--- config.mk ---
export PLATFORM = sky130hd
export DESIGN_NAME = light_curtain_eval
export DESIGN_NICKNAME = d
export VERILOG_FILES = /design/src/core/lc_pkg.sv /design/src/core/light_curtain_eval.sv
export SDC_FILE = /design/constraint.sdc
export NUM_CORES = 1
export LEC_CHECK = 0
export ABC_AREA = 1
export BUFFER_PORTS_ARGS = -buffer_cell sky130_fd_sc_hd__buf_2
export CAP_MARGIN = 20
export CORE_MARGIN = 5
export CORE_UTILIZATION = 30
export DETAILED_ROUTE_END_ITERATION = 7
export GPL_TIMING_DRIVEN = 0
export HOLD_SLACK_MARGIN = 0.05
export PLACE_DENSITY = 0.59
export SYNTH_ARGS = -nofsm -noshare
export SYNTH_HDL_FRONTEND = slang
export SYNTH_SLANG_ARGS = --single-unit
--- constraint.sdc ---
create_clock -name CORE_CLK_IN -period 12.75 [get_ports CORE_CLK_IN]
set_input_delay 1.9125 -clock CORE_CLK_IN [delete_from_list [all_inputs] [get_ports CORE_CLK_IN]]
set_output_delay 1.9125 -clock CORE_CLK_IN [all_outputs]
set_load 0.01 [all_outputs]
--- src/core/lc_pkg.sv ---
package lc_pkg;
  // ****************************************
  // geometry and timing
  // ****************************************
  localparam int BEAMS = 16;
  localparam int ZONES = 8;
  localparam int BEAMS_PER_ZONE = BEAMS / ZONES;
  localparam int CNT_W = 25;
  localparam int COUNT_W = 5;
  localparam int CLK_HZ = 10_000_000;
  localparam int RST_MIN_MS = 250;
  localparam int RST_MAX_MS = 2000;
  localparam int FLASH_MS = 250;
  localparam int RST_MIN_CYC = (CLK_HZ / 1000) * RST_MIN_MS;
  localparam int RST_MAX_CYC = (CLK_HZ / 1000) * RST_MAX_MS;
  localparam int FLASH_CYC = (CLK_HZ / 1000) * FLASH_MS;

  // ****************************************
  // register map
  // ****************************************
  localparam logic [7:0] REG_CTRL = 8'h00;
  localparam logic [7:0] REG_STATUS = 8'h04;
  localparam logic [7:0] REG_BLANK = 8'h08;
  localparam logic [7:0] REG_BLOCKED = 8'h0c;
  localparam int CTRL_TEACH_REQ_BIT = 0;
  localparam int CTRL_TEACH_END_BIT = 1;
  localparam int CTRL_REMOTE_EN_BIT = 2;
  localparam logic CTRL_REMOTE_EN_RST = 1'b1;

  typedef enum logic [2:0] {
    ST_INIT, ST_RUN, ST_LATCHED, ST_LOCKOUT, ST_TEACH, ST_TEACH_DONE
  } mode_e;

  typedef enum logic [1:0] {
    DISP_COUNT, DISP_TEACH_ACTIVE, DISP_TEACH_COMPLETE, DISP_LOCKOUT
  } disp_e;

  typedef struct packed {
    logic psel;
    logic penable;
    logic pwrite;
    logic [7:0] paddr;
    logic [31:0] pwdata;
  } apb_req_s;

  typedef struct packed {
    logic [31:0] prdata;
    logic pready;
    logic pslverr;
  } apb_rsp_s;

  // position switches: 0 = trip / reduced resolution off
  typedef struct packed {
    logic latch_a;
    logic rr_a;
    logic latch_b;
    logic rr_b;
  } switch_s;

  typedef struct packed {
    logic safety_output_a;
    logic safety_output_b;
    logic status_green;
    logic status_red;
    logic reset_led;
    logic [ZONES-1:0] zone_red;
    logic [ZONES-1:0] zone_green;
    disp_e disp_sel;
    logic [COUNT_W-1:0] disp_count;
  } ind_s;

  typedef struct packed {
    mode_e mode;
    logic [BEAMS-1:0] blanked;
    logic [BEAMS-1:0] blocked;
    logic trip;
    logic [CNT_W-1:0] rst_cnt;
    logic rst_prev;
    logic [CNT_W-1:0] flash_cnt;
    logic [1:0] phase;
    logic remote_en;
    logic teach_remote;
    ind_s ind;
    logic [31:0] prdata;
    logic pslverr;
  } state_s;
endpackage

--- src/core/light_curtain_eval.sv ---
// The APB slave port and the address map were chosen for this implementation.
`timescale 1ns/10ps
// Function
// RULE1 - blockage beyond settings turns both outputs off
// RULE2 - reduced resolution tolerates adjacent blocked pairs
// RULE3 - reduced resolution flashes green status
// RULE4 - blanked regions separated by unblanked beam
// RULE5 - sync beam never blanked
// RULE6 - outputs on only while blanked beams blocked
// RULE7 - blanked beam clearing causes lockout
// RULE8 - blanked zones flash green
// RULE9 - operator sets mismatched teach switch pattern
// RULE10 - teach entered on power-up or valid reset
// RULE11 - teach shows code, count, zones, red
// RULE12 - return to normal stores blocked beams
// RULE13 - teach complete code and single flashes
// RULE14 - leave teach only after valid reset
// RULE15 - empty field teach clears blanking
// RULE16 - last receiver allows remote blanking teach
// RULE17 - trip mode red while blocked, auto green
// RULE18 - latch mode reset indicator steady then flashing
// RULE19 - zones show blocked beams red
// RULE20 - cascade trip reflected on status
// RULE21 - beam one sync, zone one red only
// RULE22 - evaluate once per complete scan
module light_curtain_eval
  import lc_pkg::*;
#(
  parameter int RST_MIN_CYCLES = RST_MIN_CYC,
  parameter int RST_MAX_CYCLES = RST_MAX_CYC,
  parameter int FLASH_CYCLES = FLASH_CYC
) (
  input wire logic CORE_CLK_IN,
  input wire logic ARST_N_IN,
  input wire logic CE_IN,
  input wire apb_req_s APB_REQ_IN,
  output apb_rsp_s APB_RSP_OUT,
  input wire logic [BEAMS-1:0] BEAMS_BLOCKED_IN,
  input wire logic SCAN_DONE_IN,
  input wire switch_s SWITCH_IN,
  input wire logic RESET_SW_IN,
  input wire logic CASCADE_TRIP_IN,
  output ind_s IND_OUT
);
  // ****************************************
  // reset release
  // ****************************************
  logic rst_meta_q;
  logic rst_n;
  always_ff @(posedge CORE_CLK_IN or negedge ARST_N_IN) begin
    if (!ARST_N_IN) begin
      rst_meta_q <= 1'b0;
      rst_n <= 1'b0;
    end else begin
      rst_meta_q <= 1'b1;
      rst_n <= rst_meta_q;
    end
  end

  // ****************************************
  // beam evaluation
  // ****************************************
  state_s s_q;
  state_s s_d;
  logic [BEAMS-1:0] eff;
  logic trip_raw;
  logic lost;
  logic sw_normal;
  logic sw_teach;
  logic rst_valid;
  logic [COUNT_W-1:0] nblk;
  logic flash;
  logic single;
  logic [ZONES-1:0] zblk;
  logic [ZONES-1:0] zblank;
  logic [BEAMS-1:0] open_blk;
  logic wr;
  logic rd;
  logic teach_req;
  logic teach_end;

  // blanked beams are masked off before the resolution test
  assign eff = BEAMS_BLOCKED_IN & ~s_q.blanked; // RULE22
  // a run of three blocked beams is the first thing a 2-beam hole cannot hide
  assign trip_raw = BEAMS_BLOCKED_IN[0] | (SWITCH_IN.rr_a ?
                    |(eff & (eff >> 1) & (eff >> 2)) : |eff); // RULE1 RULE2
  assign lost = |(s_q.blanked & ~BEAMS_BLOCKED_IN); // RULE6 RULE7
  assign sw_normal = (SWITCH_IN.latch_a == SWITCH_IN.latch_b) &&
                     (SWITCH_IN.rr_a == SWITCH_IN.rr_b);
  assign sw_teach = !SWITCH_IN.latch_a && SWITCH_IN.rr_a &&
                    SWITCH_IN.latch_b && !SWITCH_IN.rr_b; // RULE9
  // held between the two limits, then released
  assign rst_valid = s_q.rst_prev && !RESET_SW_IN &&
                     (s_q.rst_cnt >= CNT_W'(RST_MIN_CYCLES)) &&
                     (s_q.rst_cnt <= CNT_W'(RST_MAX_CYCLES)); // RULE10
  assign flash = s_q.phase[0];
  assign single = (s_q.phase == 2'h0);

  // blanked beams stay out of the red zones so that their zones can flash green
  assign open_blk = s_q.blocked & ~s_q.blanked; // RULE8
  genvar z;
  generate
    for (z = 0; z < ZONES; z++) begin : g_zone
      assign zblk[z] = |open_blk[z*BEAMS_PER_ZONE +: BEAMS_PER_ZONE];
      assign zblank[z] = |s_q.blanked[z*BEAMS_PER_ZONE +: BEAMS_PER_ZONE];
    end
  endgenerate

  always_comb begin
    nblk = '0;
    for (int i = 0; i < BEAMS; i++) begin
      nblk = nblk + COUNT_W'(s_q.blocked[i]);
    end
  end

  // writes land in the access phase, where pready is seen high
  assign wr = APB_REQ_IN.psel && APB_REQ_IN.penable && APB_REQ_IN.pwrite;
  assign rd = APB_REQ_IN.psel && !APB_REQ_IN.penable && !APB_REQ_IN.pwrite;
  // remote teach only where this receiver stands alone or last in a cascade
  assign teach_req = wr && (APB_REQ_IN.paddr == REG_CTRL) && s_q.remote_en &&
                     APB_REQ_IN.pwdata[CTRL_TEACH_REQ_BIT]; // RULE16
  assign teach_end = wr && (APB_REQ_IN.paddr == REG_CTRL) && s_q.remote_en &&
                     APB_REQ_IN.pwdata[CTRL_TEACH_END_BIT]; // RULE16

  // ****************************************
  // next state
  // ****************************************
  always_comb begin
    s_d = s_q;
    // reset switch timing, saturating just past the upper limit
    if (RESET_SW_IN) begin
      if (s_q.rst_cnt <= CNT_W'(RST_MAX_CYCLES)) begin
        s_d.rst_cnt = s_q.rst_cnt + CNT_W'(1);
      end
    end else begin
      s_d.rst_cnt = '0;
    end
    s_d.rst_prev = RESET_SW_IN;
    if (s_q.flash_cnt >= CNT_W'(FLASH_CYCLES - 1)) begin
      s_d.flash_cnt = '0;
      s_d.phase = s_q.phase + 2'h1;
    end else begin
      s_d.flash_cnt = s_q.flash_cnt + CNT_W'(1);
    end
    if (SCAN_DONE_IN) begin
      s_d.blocked = BEAMS_BLOCKED_IN; // RULE22
    end

    case (s_q.mode)
      ST_INIT: begin
        // switch pattern is sampled on the first edge after release
        if (sw_teach) begin
          s_d.mode = ST_TEACH; // RULE10
        end else if (!sw_normal) begin
          s_d.mode = ST_LOCKOUT;
        end else begin
          s_d.mode = SWITCH_IN.latch_a ? ST_LATCHED : ST_RUN;
        end
      end
      ST_RUN, ST_LATCHED: begin
        if (!sw_normal) begin
          s_d.mode = ST_LOCKOUT;
        end else if (SCAN_DONE_IN) begin
          s_d.trip = trip_raw;
          if (lost) begin
            s_d.mode = ST_LOCKOUT; // RULE7
          end else if (trip_raw && SWITCH_IN.latch_a) begin
            s_d.mode = ST_LATCHED; // RULE18
          end
        end
        if (s_q.mode == ST_LATCHED && rst_valid && !s_q.trip) begin
          s_d.mode = ST_RUN;
        end
      end
      ST_LOCKOUT: begin
        if (rst_valid) begin
          s_d.mode = sw_teach ? ST_TEACH : ST_INIT; // RULE10
        end
      end
      ST_TEACH: begin
        // a remote teach never saw the switches leave normal, so software ends it
        if ((sw_normal && !s_q.teach_remote) || teach_end) begin
          // contiguous blocked beams form one region, so any two regions
          // already have a clear beam between them; empty field clears all
          s_d.blanked = s_q.blocked & ~BEAMS'(1); // RULE4 RULE5 RULE12 RULE15
          s_d.mode = ST_TEACH_DONE;
          s_d.teach_remote = 1'b0;
        end
      end
      ST_TEACH_DONE: begin
        if (rst_valid) begin
          s_d.mode = ST_INIT; // RULE14
        end
      end
      default: s_d.mode = ST_LOCKOUT;
    endcase
    if (teach_req) begin
      s_d.mode = ST_TEACH; // RULE16
      s_d.teach_remote = 1'b1;
    end

    // ****************************************
    // indicators
    // ****************************************
    s_d.ind.safety_output_a = 1'b0;
    s_d.ind.status_green = 1'b0;
    s_d.ind.status_red = 1'b1;
    s_d.ind.reset_led = 1'b0;
    s_d.ind.zone_red = zblk; // RULE19
    s_d.ind.zone_green = ~zblk & ~(zblank & {ZONES{~flash}}); // RULE8
    s_d.ind.disp_sel = DISP_COUNT;
    s_d.ind.disp_count = nblk;
    if (s_q.blocked[0]) begin
      s_d.ind.zone_red = ZONES'(1); // RULE21
      s_d.ind.zone_green = '0;
    end
    case (s_q.mode)
      ST_RUN: begin
        s_d.ind.safety_output_a = !s_q.trip; // RULE1 RULE6 RULE17
        s_d.ind.reset_led = 1'b1;
        if (!s_q.trip && !CASCADE_TRIP_IN) begin
          s_d.ind.status_green = SWITCH_IN.rr_a ? flash : 1'b1; // RULE3 RULE17
          s_d.ind.status_red = 1'b0; // RULE20
        end
      end
      ST_LATCHED: begin
        s_d.ind.reset_led = s_q.trip ? 1'b1 : flash; // RULE18
      end
      ST_LOCKOUT: begin
        s_d.ind.status_red = single;
        s_d.ind.zone_red = '0;
        s_d.ind.zone_green = '0;
        s_d.ind.disp_sel = DISP_LOCKOUT;
      end
      ST_TEACH: begin
        s_d.ind.disp_sel = flash ? DISP_TEACH_ACTIVE : DISP_COUNT; // RULE11
      end
      ST_TEACH_DONE: begin
        s_d.ind.disp_sel = DISP_TEACH_COMPLETE; // RULE13
        s_d.ind.reset_led = single;
        s_d.ind.status_red = single;
        s_d.ind.zone_red = '0;
        s_d.ind.zone_green = zblank & {ZONES{flash}};
      end
      default: begin
        s_d.ind.status_red = 1'b1;
      end
    endcase
    // both channels come from one decision so they can never disagree
    s_d.ind.safety_output_b = s_d.ind.safety_output_a; // RULE1

    // ****************************************
    // register bus
    // ****************************************
    if (wr && APB_REQ_IN.paddr == REG_CTRL) begin
      s_d.remote_en = APB_REQ_IN.pwdata[CTRL_REMOTE_EN_BIT];
    end
    if (APB_REQ_IN.psel && !APB_REQ_IN.penable) begin
      s_d.pslverr = 1'b0;
      s_d.prdata = '0;
      case (APB_REQ_IN.paddr)
        REG_CTRL: s_d.prdata[CTRL_REMOTE_EN_BIT] = s_q.remote_en;
        REG_STATUS: s_d.prdata[7:0] = {s_q.trip, s_q.ind.safety_output_a,
                                       3'h0, s_q.mode};
        REG_BLANK: s_d.prdata[BEAMS-1:0] = s_q.blanked;
        REG_BLOCKED: s_d.prdata[BEAMS-1:0] = s_q.blocked;
        default: s_d.pslverr = 1'b1;
      endcase
      if (!rd && APB_REQ_IN.paddr != REG_CTRL) begin
        s_d.pslverr = 1'b1;
      end
    end
  end

  always_ff @(posedge CORE_CLK_IN or negedge rst_n) begin
    if (!rst_n) begin
      s_q <= '0;
      s_q.mode <= ST_INIT;
      s_q.remote_en <= CTRL_REMOTE_EN_RST;
      s_q.ind.status_red <= 1'b1;
    end else if (CE_IN) begin
      s_q <= s_d;
    end
  end

  assign IND_OUT = s_q.ind;
  assign APB_RSP_OUT.prdata = s_q.prdata;
  assign APB_RSP_OUT.pslverr = s_q.pslverr && APB_REQ_IN.penable;
  assign APB_RSP_OUT.pready = 1'b1;

  // ****************************************
  // checks
  // ****************************************
  property p_trip_off;
    @(posedge CORE_CLK_IN) disable iff (!rst_n)
    (CE_IN && s_q.mode == ST_RUN && SCAN_DONE_IN && trip_raw && sw_normal)
      ##1 CE_IN |=> !IND_OUT.safety_output_a;
  endproperty
  a_trip_off: assert property (p_trip_off) else $error("outputs on after trip"); // RULE1

  property p_pair;
    @(posedge CORE_CLK_IN) disable iff (!rst_n)
    IND_OUT.safety_output_a == IND_OUT.safety_output_b;
  endproperty
  a_pair: assert property (p_pair) else $error("safety outputs disagree"); // RULE1

  property p_lockout;
    @(posedge CORE_CLK_IN) disable iff (!rst_n)
    (CE_IN && s_q.mode == ST_RUN && sw_normal && SCAN_DONE_IN && lost && !teach_req)
      |=> s_q.mode == ST_LOCKOUT;
  endproperty
  a_lockout: assert property (p_lockout) else $error("no lockout on lost blank"); // RULE7

  property p_teach_store;
    @(posedge CORE_CLK_IN) disable iff (!rst_n)
    (CE_IN && s_q.mode == ST_TEACH && sw_normal && !s_q.teach_remote && !teach_req)
      |=> s_q.mode == ST_TEACH_DONE && !s_q.blanked[0];
  endproperty
  a_teach_store: assert property (p_teach_store) else $error("teach not stored"); // RULE12

  property p_teach_hold;
    @(posedge CORE_CLK_IN) disable iff (!rst_n)
    (s_q.mode == ST_TEACH_DONE && !rst_valid && !teach_req) |=> s_q.mode == ST_TEACH_DONE;
  endproperty
  a_teach_hold: assert property (p_teach_hold) else $error("left teach early"); // RULE14

  property p_teach_ind;
    @(posedge CORE_CLK_IN) disable iff (!rst_n)
    (CE_IN && s_q.mode == ST_TEACH) |=> !IND_OUT.reset_led && IND_OUT.status_red;
  endproperty
  a_teach_ind: assert property (p_teach_ind) else $error("teach indicators wrong"); // RULE11

  property p_latch_led;
    @(posedge CORE_CLK_IN) disable iff (!rst_n)
    (CE_IN && s_q.mode == ST_LATCHED && s_q.trip) |=> IND_OUT.reset_led;
  endproperty
  a_latch_led: assert property (p_latch_led) else $error("reset led not steady"); // RULE18

  property p_green_safe;
    @(posedge CORE_CLK_IN) disable iff (!rst_n)
    IND_OUT.status_green |-> IND_OUT.safety_output_a && !IND_OUT.status_red;
  endproperty
  a_green_safe: assert property (p_green_safe) else $error("green while off"); // RULE17

  property p_sync_zone;
    @(posedge CORE_CLK_IN) disable iff (!rst_n)
    (CE_IN && s_q.blocked[0] && (s_q.mode == ST_RUN || s_q.mode == ST_LATCHED))
      |=> IND_OUT.zone_red == ZONES'(1) && IND_OUT.zone_green == '0;
  endproperty
  a_sync_zone: assert property (p_sync_zone) else $error("sync zone display wrong"); // RULE21
endmodule

==> impl_table.tex, run 1 <==
\begin{tabular}{lr}
\hline
Metric & Value \\
\hline
\multicolumn{2}{l}{\textbf{Cells and area}} \\
\quad Ratio of cells with drive above 1 in the final layout & 0.190 \\
\quad Final \#Nets & 1,299 \\
\quad Commonest cells after routing, fill and taps aside & sky130\_fd\_sc\_hd\_\_nand2\_1 (252), sky130\_fd\_sc\_hd\_\_dfrtp\_1 (133), sky130\_fd\_sc\_hd\_\_nor2\_1 (132) \\
\quad Signed area change from the synthesized netlist to the final layout & 18.8\% \\
\quad Cell Count, Final, Fillers Out & about 1,600 \\
\quad Final cell area excluding filler cells & 9890 um2 \\
\quad Commonest non-fill, non-tap cell in the layout & sky130\_fd\_sc\_hd\_\_nand2\_1 \\
\quad Antenna diode count & 0 \\
\multicolumn{2}{l}{\textbf{Synth}} \\
\quad Synth async-reset ratio & 1.00 \\
\quad Sequential fraction of the synthesis area & 0.409 \\
\quad Number of instances in the synthesized netlist & approximately 1,100 \\
\quad Post-synthesis instance area & 8320 um2 \\
\quad Mean instance size in the synthesized netlist & 7.63 um2 \\
\quad Synth Register Bits & about 140 \\
\quad Yosys Warn Count & 0 \\
\quad Commonest register cell after synthesis & sky130\_fd\_sc\_hd\_\_dfrtp\_1 \\
\quad Post-synth EDFFs & 0 \\
\quad Post-synthesis cell type count & 53 \\
\multicolumn{2}{l}{\textbf{Status}} \\
\quad Result of the run & complete, no violations \\
\multicolumn{2}{l}{\textbf{Pwr}} \\
\quad Cell-internal power & roughly 0.93 mW \\
\quad Switching Share & 0.355 \\
\quad Total Power Consumption & 1.44 mW \\
\quad Clk pwr share & 0.331 \\
\quad Static power due to leakage & 4.76 nW \\
\quad Peak supply drop & 0.0000872 V \\
\quad Net Sw Power & 0.512 mW \\
\quad Cell area power density & around 150 nW/um2 \\
\quad Sequential Power Share & 0.372 \\
\quad Part of the power in combinational logic & 0.298 \\
\multicolumn{2}{l}{\textbf{STA}} \\
\quad Final max-slew violation count & 0 \\
\quad Clock period minus worst slack & slightly above 4 ns \\
\quad Final Hold Vio Count & 0 \\
\quad Timing-limited maximum frequency & $\sim$0.24 GHz \\
\quad Unrepaired setup endpoints after global routing & no \\
\quad Transition time at the pin with the least slew margin & 0.672 ns \\
\quad Ratio of final minimum period to clock period & 0.325 \\
\quad Normalized max-slew margin & 0.550 \\
\quad Maximum clock skew at final layout & roughly 0.015 ns \\
\quad Setup total negative slack & 0 ns \\
\quad Number of failing setup endpoints in the final timing report & 0 \\
\multicolumn{2}{l}{\textbf{Setup path}} \\
\quad Critical path capture point type & output port \\
\quad Largest stage delay on the critical path & around 0.12 ns \\
\quad Largest fanout on the critical path & 3 \\
\quad Crit-path leading delay family & buffers and inverters \\
\quad Slowest CP cell & sky130\_fd\_sc\_hd\_\_buf\_2 \\
\quad Ordered cell list for the critical path & buf\_2 -> nand2\_1 -> inv\_1 -> buf\_2 \\
\quad WP data arrival & between 2 and 2.5 ns \\
\quad Total buffers and inverters traversed by the critical path & 3 \\
\quad Most frequent cell on the critical path & sky130\_fd\_sc\_hd\_\_buf\_2 \\
\quad Setup Crit Path Kind & input port to output port \\
\quad Worst EP required & 10.84 ns \\
\quad Critical Path Start Type & input port \\
\multicolumn{2}{l}{\textbf{Place}} \\
\quad Detailed placer's ending HPWL & about 18,000 um \\
\quad Inst Count DP & between 1,500 and 2,000 \\
\quad Post-placement cell area & 9330 um2 \\
\quad Final weighted congestion of routability-driven global placement & 0.923 \\
\quad PortBufs & 83 \\
\multicolumn{2}{l}{\textbf{Clock tree}} \\
\quad Number of hold buffers added after CTS & 0 \\
\quad Clock insertion delay at the later pin of the skew report & about 0.43 ns \\
\quad Clock net sink count & $\sim$140 \\
\quad Library cell used as clock root buffer & sky130\_fd\_sc\_hd\_\_clkbuf\_16 \\
\quad Cts repair resizes & 0 \\
\quad TritonCTS clock tree & built \\
\quad Number of buffers inserted to repair setup after CTS & 0 \\
\quad Clock-pin transition on the worst setup and hold timing paths & about 0.060 ns \\
\quad CTS Buf Count & 17 \\
\quad Number of buffers between clock root and the deepest sink & 2 \\
\quad H-tree depth reported by CTS & 4 \\
\multicolumn{2}{l}{\textbf{Detailed routing}} \\
\quad Antenna Nets Post-Route & 0 \\
\quad Post-detailed-route via-to-cell ratio & 4.72 \\
\quad DRC violation count after routing & 0 \\
\quad Number of iterations in the first detailed-routing pass & 5 \\
\quad Detailed-route wire length per cell & around 15 um \\
\quad DR vias & 7,567 \\
\quad Initial drt markers & 628 \\
\quad Wire length reported by the detailed router & about 24,000 um \\
\multicolumn{2}{l}{\textbf{Worst hold path}} \\
\quad Tightest Hold Check Type & flop to async pin \\
\multicolumn{2}{l}{\textbf{Floorplan}} \\
\quad Area of the core & approximately 28,000 um2 \\
\quad Number of ports placed on the die boundary & 131 \\
\quad DIE AREA & 31,200 um2 \\
\quad Die Height & roughly 180 um \\
\quad Die extent in x & $\sim$180 um \\
\quad Initial Utilization & 0.302 \\
\quad Row count & 61 \\
\multicolumn{2}{l}{\textbf{Global routing}} \\
\quad Initial antenna violation count & 1 \\
\quad Gr usage total & 0.155 \\
\quad Grt ovf & 0 \\
\quad Vias in the first global route & around 7,200 \\
\quad Wire length of the first global-routing pass & around 38,000 um \\
\quad Pin count of the biggest net entering global routing & 54 \\
\multicolumn{2}{l}{\textbf{Run}} \\
\quad Number of max-capacitance violations reported & 0 \\
\hline
\end{tabular}
[per-stage QoR]
| stage | utilization | worst slack (ns) | hold slack (ns) |
|---|---|---|---|
| finish | 0.359 | 8.60 | 0.317 |
| global route | 0.359 | 8.58 | 0.378 |
| CTS | 0.359 | 8.60 | 0.344 |
| detailed placement | 0.339 | 8.60 | 0.343 |
| global placement | 0.337 | 6.80 | 0.338 |
| floorplan | - | 8.68 | 0.331 |
[power groups by stage]
stage	Combinational [mW]	Clock, mW	Sequential (mW)
after floorplan	0.309	0	0.531
after global placement	0.412	0	0.549
after detailed placement	0.432	0	0.544
after CTS	0.436	0.485	0.536
after global routing	0.492	0.503	0.546
final	0.430	0.477	0.537
[synth_stat cells (10+ instances only)]
library cell,number,area share
sky130_fd_sc_hd__clkbuf_1,13,0.0059
sky130_fd_sc_hd__inv_1,121,0.055
sky130_fd_sc_hd__buf_4,65,0.059
sky130_fd_sc_hd__a21oi_1,44,0.026
sky130_fd_sc_hd__dfrtp_1,134,0.40
sky130_fd_sc_hd__nand3_1,44,0.026
sky130_fd_sc_hd__o21ai_0,54,0.032
sky130_fd_sc_hd__xor2_1,18,0.019
sky130_fd_sc_hd__fa_1,10,0.024
sky130_fd_sc_hd__nand4_1,23,0.017
sky130_fd_sc_hd__o22ai_1,16,0.012
sky130_fd_sc_hd__buf_2,10,0.0060
sky130_fd_sc_hd__o31ai_1,13,0.012
sky130_fd_sc_hd__nor2_1,132,0.060
sky130_fd_sc_hd__nand2_1,252,0.11
sky130_fd_sc_hd__nor3_1,29,0.017
[cells by family (layout without fill, tap and decap cells)]
logic type               Yosys count  count (layout)  share of synthesized area
multiplexers                       2               2                    0.00256
AO/OA/AOI/OAI                    170             170                      0.123
flip-flops                       136             136                      0.409
adder cells (fa/ha/maj)           19              19                     0.0376
other                              2              18                   0.000902
AND/OR/NAND/NOR                  519             519                      0.271
XOR/XNOR                          23              23                     0.0242
buffers and inverters            220             337                      0.132
[cell type report]
class	instances	area, um2
inverters	128	480
clock inverters	15	136
repair buffers	85	470
flip-flops and latches	136	3410
clock buffers	17	425
plain buffers	92	617
well taps	378	473
fillers	2918	17700
multi-input cells	751	3880
[per-layer routing]
| metal | up-vias | share of wire | track usage |
|---|---|---|---|
| li1 | 3732 | - | - |
| met1 | 3574 | 0.48 | 0.224 |
| met2 | 237 | 0.45 | 0.236 |
| met3 | 22 | 0.059 | 0.0330 |
| met4 | 2 | 0.015 | 0.0400 |
| met5 | - | 0.00029 | 0 |
[flip-flops by register name, summed over array words and instances, names as in the netlist]
name / flops
APB_RSP_OUT: 16
IND_OUT: 27
flash: 1
rst_meta_q: 1
rst_n: 1
s_q: 90
[worst reg2reg max path, stage by stage, from the launching register on]
cell,delay (ns)
sky130_fd_sc_hd__dfrtp_1,0.45
sky130_fd_sc_hd__fa_1,0.57
sky130_fd_sc_hd__inv_1,0.06
sky130_fd_sc_hd__fa_1,0.48
sky130_fd_sc_hd__fa_1,0.53
sky130_fd_sc_hd__fa_1,0.41
sky130_fd_sc_hd__inv_1,0.07
sky130_fd_sc_hd__ha_1,0.17
sky130_fd_sc_hd__inv_1,0.06
sky130_fd_sc_hd__fa_1,0.39
sky130_fd_sc_hd__nor2_1,0.16
sky130_fd_sc_hd__nor2_1,0.06
sky130_fd_sc_hd__a22o_1,0.21
[worst paths after layout]
path | start | endpoint | slack (ns) | cells past startpoint
worst max-delay path | APB_REQ_IN[41] | APB_RSP_OUT[0] | 8.60 | 4
worst min-delay path | rst_n | s_q[79] | 0.32 | 0
worst max register to register | s_q[118] | IND_OUT[2] | 9.02 | 12
worst min register to register | rst_n | s_q[79] | 0.32 | 0
max in group asynchronous | ARST_N_IN | rst_n | 11.39 | 1
min in group CORE_CLK_IN | rst_meta_q | rst_n | 0.35 | 0
Note: power is estimated with default switching activity, not from simulation.
==> inputs of run 2 (changes only) <==
Settings changed: ABC_AREA 1 to 0.
Clock period 12.75 ns to 4 ns, I/O delays scaled along.
==> run 2 against run 1 <==
Against the previous run:
- critical path depth is 7 higher
- routed wire length is 16% lower
- hold slack worse by 0.023 ns
- count of clock-buffer cells in the layout is 1 higher
- first-iteration DRC count is 48% lower
- combinational power grew to 3.8 times the previous value
- sequential power grew to 3.4 times the previous value
- via count is 17% lower
- highest routed layer is now met4
==> impl_table.tex, run 2 <==
\begin{tabular}{lr}
\hline
Metric & Value \\
\hline
\multicolumn{2}{l}{\textbf{Synth}} \\
\quad Synth Register Bits & 136 (unchanged) \\
\quad Synth Area in Simple Gates & 0.179 (was 0.271) \\
\quad Yosys Warn Count & 0 (unchanged) \\
\quad Top-area cell type share of the netlist area & 0.430 (was 0.403) \\
\quad Post-synthesis xor/xnor area fraction & 0.0449 (was 0.0242) \\
\quad Post-Synth Adder-Cell Area & 0.0401 (was 0.0376) \\
\quad Most used standard cell by instance count after synthesis & sky130\_fd\_sc\_hd\_\_dfrtp\_1 (was sky130\_fd\_sc\_hd\_\_nand2\_1) \\
\quad Post-synthesis cell type count & 69 (was 53) \\
\quad Dominant cells by area after synthesis & sky130\_fd\_sc\_hd\_\_dfrtp\_1 (43\%), sky130\_fd\_sc\_hd\_\_buf\_4 (5.9\%), sky130\_fd\_sc\_hd\_\_mux2\_2 (4.8\%), sky130\_fd\_sc\_hd\_\_nor2\_1 (3.9\%), sky130\_fd\_sc\_hd\_\_o21ai\_0 (3.9\%) (was sky130\_fd\_sc\_hd\_\_dfrtp\_1 (40\%), sky130\_fd\_sc\_hd\_\_nand2\_1 (11\%), sky130\_fd\_sc\_hd\_\_nor2\_1 (6.0\%), sky130\_fd\_sc\_hd\_\_buf\_4 (5.9\%), sky130\_fd\_sc\_hd\_\_inv\_1 (5.5\%)) \\
\quad Sequential fraction of the synthesis area & 0.437 (was 0.409) \\
\quad Number of instances in the synthesized netlist & 833 (was 1,091) \\
\quad Post-synthesis instance area & 7800 um2 (was 8320 um2) \\
\quad Post-synth EDFFs & 0 (unchanged) \\
\quad Mean instance size in the synthesized netlist & 9.37 um2 (was 7.63 um2) \\
\quad Main combinational cell family by area after synthesis & simple AND/OR/NAND/NOR gates (unchanged) \\
\quad Synth async-reset ratio & 1.00 (unchanged) \\
\quad Most frequent cells after synthesis & sky130\_fd\_sc\_hd\_\_dfrtp\_1 (134), sky130\_fd\_sc\_hd\_\_nor2\_1 (82), sky130\_fd\_sc\_hd\_\_nand2\_1 (75) (was sky130\_fd\_sc\_hd\_\_nand2\_1 (252), sky130\_fd\_sc\_hd\_\_dfrtp\_1 (134), sky130\_fd\_sc\_hd\_\_nor2\_1 (132)) \\
\quad Commonest register cell after synthesis & sky130\_fd\_sc\_hd\_\_dfrtp\_1 (unchanged) \\
\quad Multiplexer share of the synthesized area & 0.0698 (was 0.00256) \\
\quad Compound-gate portion of the synthesized area & 0.130 (was 0.123) \\
\quad Post-synth top area cell & sky130\_fd\_sc\_hd\_\_dfrtp\_1 (unchanged) \\
\multicolumn{2}{l}{\textbf{STA}} \\
\quad Unrepaired setup endpoints after global routing & no (unchanged) \\
\quad Final worst setup slack & 0.252 ns (was 8.60 ns) \\
\quad Clock period minus worst slack & roughly 3.7 ns \\
\quad Setup total negative slack & 0 ns (unchanged) \\
\quad Number of failing setup endpoints in the final timing report & 0 (unchanged) \\
\quad Final max-slew violation count & 0 (unchanged) \\
\quad Ratio of final minimum period to clock period & 0.937 \\
\quad Maximum clock skew at final layout & 0.0110 ns (was 0.0150 ns) \\
\quad Transition time at the pin with the least slew margin & 0.786 ns (was 0.672 ns) \\
\quad Timing-limited maximum frequency & between 0.2 and 0.3 GHz \\
\quad Final Hold Vio Count & 0 (unchanged) \\
\quad Normalized max-slew margin & 0.467 (was 0.550) \\
\multicolumn{2}{l}{\textbf{Detailed routing}} \\
\quad Detailed-route wire length per cell & 15.5 um (was 15.0 um) \\
\quad Wire length reported by the detailed router & 20,200 um (was 24,000 um) \\
\quad Antenna Nets Post-Route & 0 (unchanged) \\
\quad Post-detailed-route via-to-cell ratio & 4.82 (was 4.72) \\
\quad Number of iterations in the first detailed-routing pass & 4 (was 5) \\
\quad DRC violation count after routing & 0 (unchanged) \\
\quad Initial drt markers & 326 (was 628) \\
\quad DR vias & 6,272 (was 7,567) \\
\multicolumn{2}{l}{\textbf{Cells and area}} \\
\quad Antenna diode count & 0 (unchanged) \\
\quad Top reg by flops & s\_q (unchanged) \\
\quad Commonest non-fill, non-tap cell in the layout & sky130\_fd\_sc\_hd\_\_dfrtp\_1 (was sky130\_fd\_sc\_hd\_\_nand2\_1) \\
\quad Number of flip-flops in the largest register & 90 (unchanged) \\
\quad Number of inserted filler cells in the final layout & 2,645 (was 2,918) \\
\quad Final \#Nets & 1,041 (was 1,299) \\
\quad Ratio of cells with drive above 1 in the final layout & 0.239 (was 0.190) \\
\quad Signed area change from the synthesized netlist to the final layout & 19.5\% (was 18.8\%) \\
\quad Commonest cells after routing, fill and taps aside & sky130\_fd\_sc\_hd\_\_dfrtp\_1 (133), sky130\_fd\_sc\_hd\_\_buf\_2 (85), sky130\_fd\_sc\_hd\_\_nor2\_1 (82) (was sky130\_fd\_sc\_hd\_\_nand2\_1 (252), sky130\_fd\_sc\_hd\_\_dfrtp\_1 (133), sky130\_fd\_sc\_hd\_\_nor2\_1 (132)) \\
\multicolumn{2}{l}{\textbf{Place}} \\
\quad Detailed placer's ending HPWL & 15,400 um (was 18,400 um) \\
\quad Final weighted congestion of routability-driven global placement & 0.889 (was 0.923) \\
\quad Setup WS pre-CTS & 0.257 ns (was 8.60 ns) \\
\quad PortBufs & 82 (was 83) \\
\multicolumn{2}{l}{\textbf{Global routing}} \\
\quad Gr usage total & 0.142 (was 0.155) \\
\quad Vias in the first global route & 6,304 (was 7,245) \\
\quad Wire length of the first global-routing pass & 33,200 um (was 38,400 um) \\
\quad Initial antenna violation count & 0 (was 1) \\
\quad Grt ovf & 0 (unchanged) \\
\quad Pin count of the biggest net entering global routing & 60 (was 54) \\
\multicolumn{2}{l}{\textbf{Floorplan}} \\
\quad Die Height & 171 um (was 177 um) \\
\quad Number of ports placed on the die boundary & 131 (unchanged) \\
\quad Initial Utilization & 0.302 (about the same) \\
\quad Die extent in x & 171 um (was 177 um) \\
\quad DIE AREA & 29,300 um2 (was 31,200 um2) \\
\quad Area of the core & 25,800 um2 (was 27,600 um2) \\
\quad Row count & 59 (was 61) \\
\multicolumn{2}{l}{\textbf{Pwr}} \\
\quad Cell area power density & 535 nW/um2 (was 146 nW/um2) \\
\quad Total Power Consumption & 4.98 mW (was 1.44 mW) \\
\quad Static power due to leakage & 4.31 nW (was 4.76 nW) \\
\quad Peak supply drop & 0.000272 V (was 0.0000872 V) \\
\multicolumn{2}{l}{\textbf{Clock tree}} \\
\quad H-tree depth reported by CTS & 4 (unchanged) \\
\quad CTS Buf Count & 17 (unchanged) \\
\quad Clock insertion delay at the later pin of the skew report & 0.43 ns (about the same) \\
\quad Library cell used as clock root buffer & sky130\_fd\_sc\_hd\_\_clkbuf\_16 (unchanged) \\
\quad Cts repair resizes & 0 (unchanged) \\
\quad Number of buffers between clock root and the deepest sink & 2 (unchanged) \\
\quad TritonCTS clock tree & built (unchanged) \\
\quad Clock-pin transition on the worst setup and hold timing paths & 0.07 ns (was 0.06 ns) \\
\quad Clock net sink count & 136 (unchanged) \\
\multicolumn{2}{l}{\textbf{Setup path}} \\
\quad Largest stage delay on the critical path & 0.61 ns (was 0.12 ns) \\
\quad Setup Crit Path Kind & flop to flop (was input port to output port) \\
\quad Most frequent cell on the critical path & sky130\_fd\_sc\_hd\_\_fa\_1 (was sky130\_fd\_sc\_hd\_\_buf\_2) \\
\quad Ordered cell list for the critical path & fa\_1 -> inv\_1 -> fa\_1 -> fa\_1 -> fa\_1 -> inv\_1 -> ha\_1 -> a21o\_1 -> a21oi\_1 -> xnor2\_1 -> mux2\_2 (was buf\_2 -> nand2\_1 -> inv\_1 -> buf\_2) \\
\quad Critical path capture point type & flop (was output port) \\
\quad Largest fanout on the critical path & 6 (was 3) \\
\quad Critical Path Start Type & flop (was input port) \\
\quad Slowest CP cell & sky130\_fd\_sc\_hd\_\_fa\_1 (was sky130\_fd\_sc\_hd\_\_buf\_2) \\
\quad Worst EP required & 4.31 ns (was 10.84 ns) \\
\quad WP data arrival & 4.06 ns (was 2.24 ns) \\
\multicolumn{2}{l}{\textbf{Status}} \\
\quad Result of the run & complete, no violations (unchanged) \\
\multicolumn{2}{l}{\textbf{Run}} \\
\quad Number of max-capacitance violations reported & 0 (unchanged) \\
\multicolumn{2}{l}{\textbf{Worst hold path}} \\
\quad Tightest Hold Check Type & flop to async pin (unchanged) \\
\hline
\end{tabular}
==> run 2: changes by cell type after synthesis, moves of 15 or more <==
cell,before,now
sky130_fd_sc_hd__a21oi_1,44,24
sky130_fd_sc_hd__inv_1,121,52
sky130_fd_sc_hd__nand2_1,252,75
sky130_fd_sc_hd__nor3_1,29,10
sky130_fd_sc_hd__nor2_1,132,82
sky130_fd_sc_hd__mux2_2,1,33
sky130_fd_sc_hd__nor2b_1,0,15
==> run 2: repair_timing <==
item	4_1_cts	5_1_grt
setup endpoints to repair	0	0
hold endpoints to repair	2	0
buffers inserted	0	0
hold buffers	1	0
==> run 2: logic make-up (layout without fill, tap and decap cells) <==
logic type,count (synthesis),count (layout)
other,2,18
xor gates and xnor gates,40,40
adders and majority gates,19,19
buffers and inverters,143,260
and+or+nand+nor,287,287
muxes,49,49
DFF,136,136
AOI/OAI and AO/OA,157,157
==> run 2: cell type report <==
| class | count | area [um2] | share of cell area |
|---|---|---|---|
| inverters | 52 | 195 | 0.0209 |
| well taps | 335 | 419 | 0.0450 |
| clock inverters | 14 | 140 | 0.0150 |
| multi-input cells | 570 | 3690 | 0.395 |
| repair buffers | 85 | 468 | 0.0502 |
| flip-flops and latches | 136 | 3410 | 0.366 |
| plain buffers | 91 | 574 | 0.0616 |
| clock buffers | 18 | 429 | 0.0460 |
==> run 2: layer usage <==
layer,track usage,wire length (um)
met5,0,0
met4,0.0365,286
met3,0.0308,754
met2,0.236,9750
met1,0.191,9370
==> run 2: report_power, final <==
group | leakage, nW | internal, mW | switching, mW
combinational | 2.25 | 0.794 | 0.861
clock | 0.279 | 0.872 | 0.659
sequential | 1.78 | 1.59 | 0.213
==> run 2: metrics by stage <==
step	area (um2)	util	hold slack, ns	std cells
floorplan	7860	-	0.304	849
global placement	8690	0.336	0.337	1266
detailed placement	8740	0.338	0.313	1268
CTS	9320	0.361	0.321	1301
global route	9320	0.361	0.342	1301
finish	9320	0.361	0.294	1301
==> run 2: worst max-delay path, delay by kind of cell, from the launching register on <==
family                   cells  cell delay [ns]
buffers and inverters        2             0.11
XOR/XNOR                     1             0.10
multiplexers                 1             0.26
flip-flops                   1             0.47
adder cells (fa/ha/maj)      5             2.37
AO/OA/AOI/OAI                2             0.31
==> run 2: path summary, 6_finish.rpt <==
kind	slack [ns]	startpoint	end	depth (start not counted)
setup / recovery	0.25	s_q[118]	IND_OUT[3]	11
hold / removal	0.29	rst_n	s_q[75]	0
setup reg to reg	0.25	s_q[118]	IND_OUT[3]	11
hold reg to reg	0.29	rst_n	s_q[75]	0
max in group asynchronous	2.72	rst_n	s_q[62]	2
min in group CORE_CLK_IN	0.36	rst_meta_q	rst_n	0
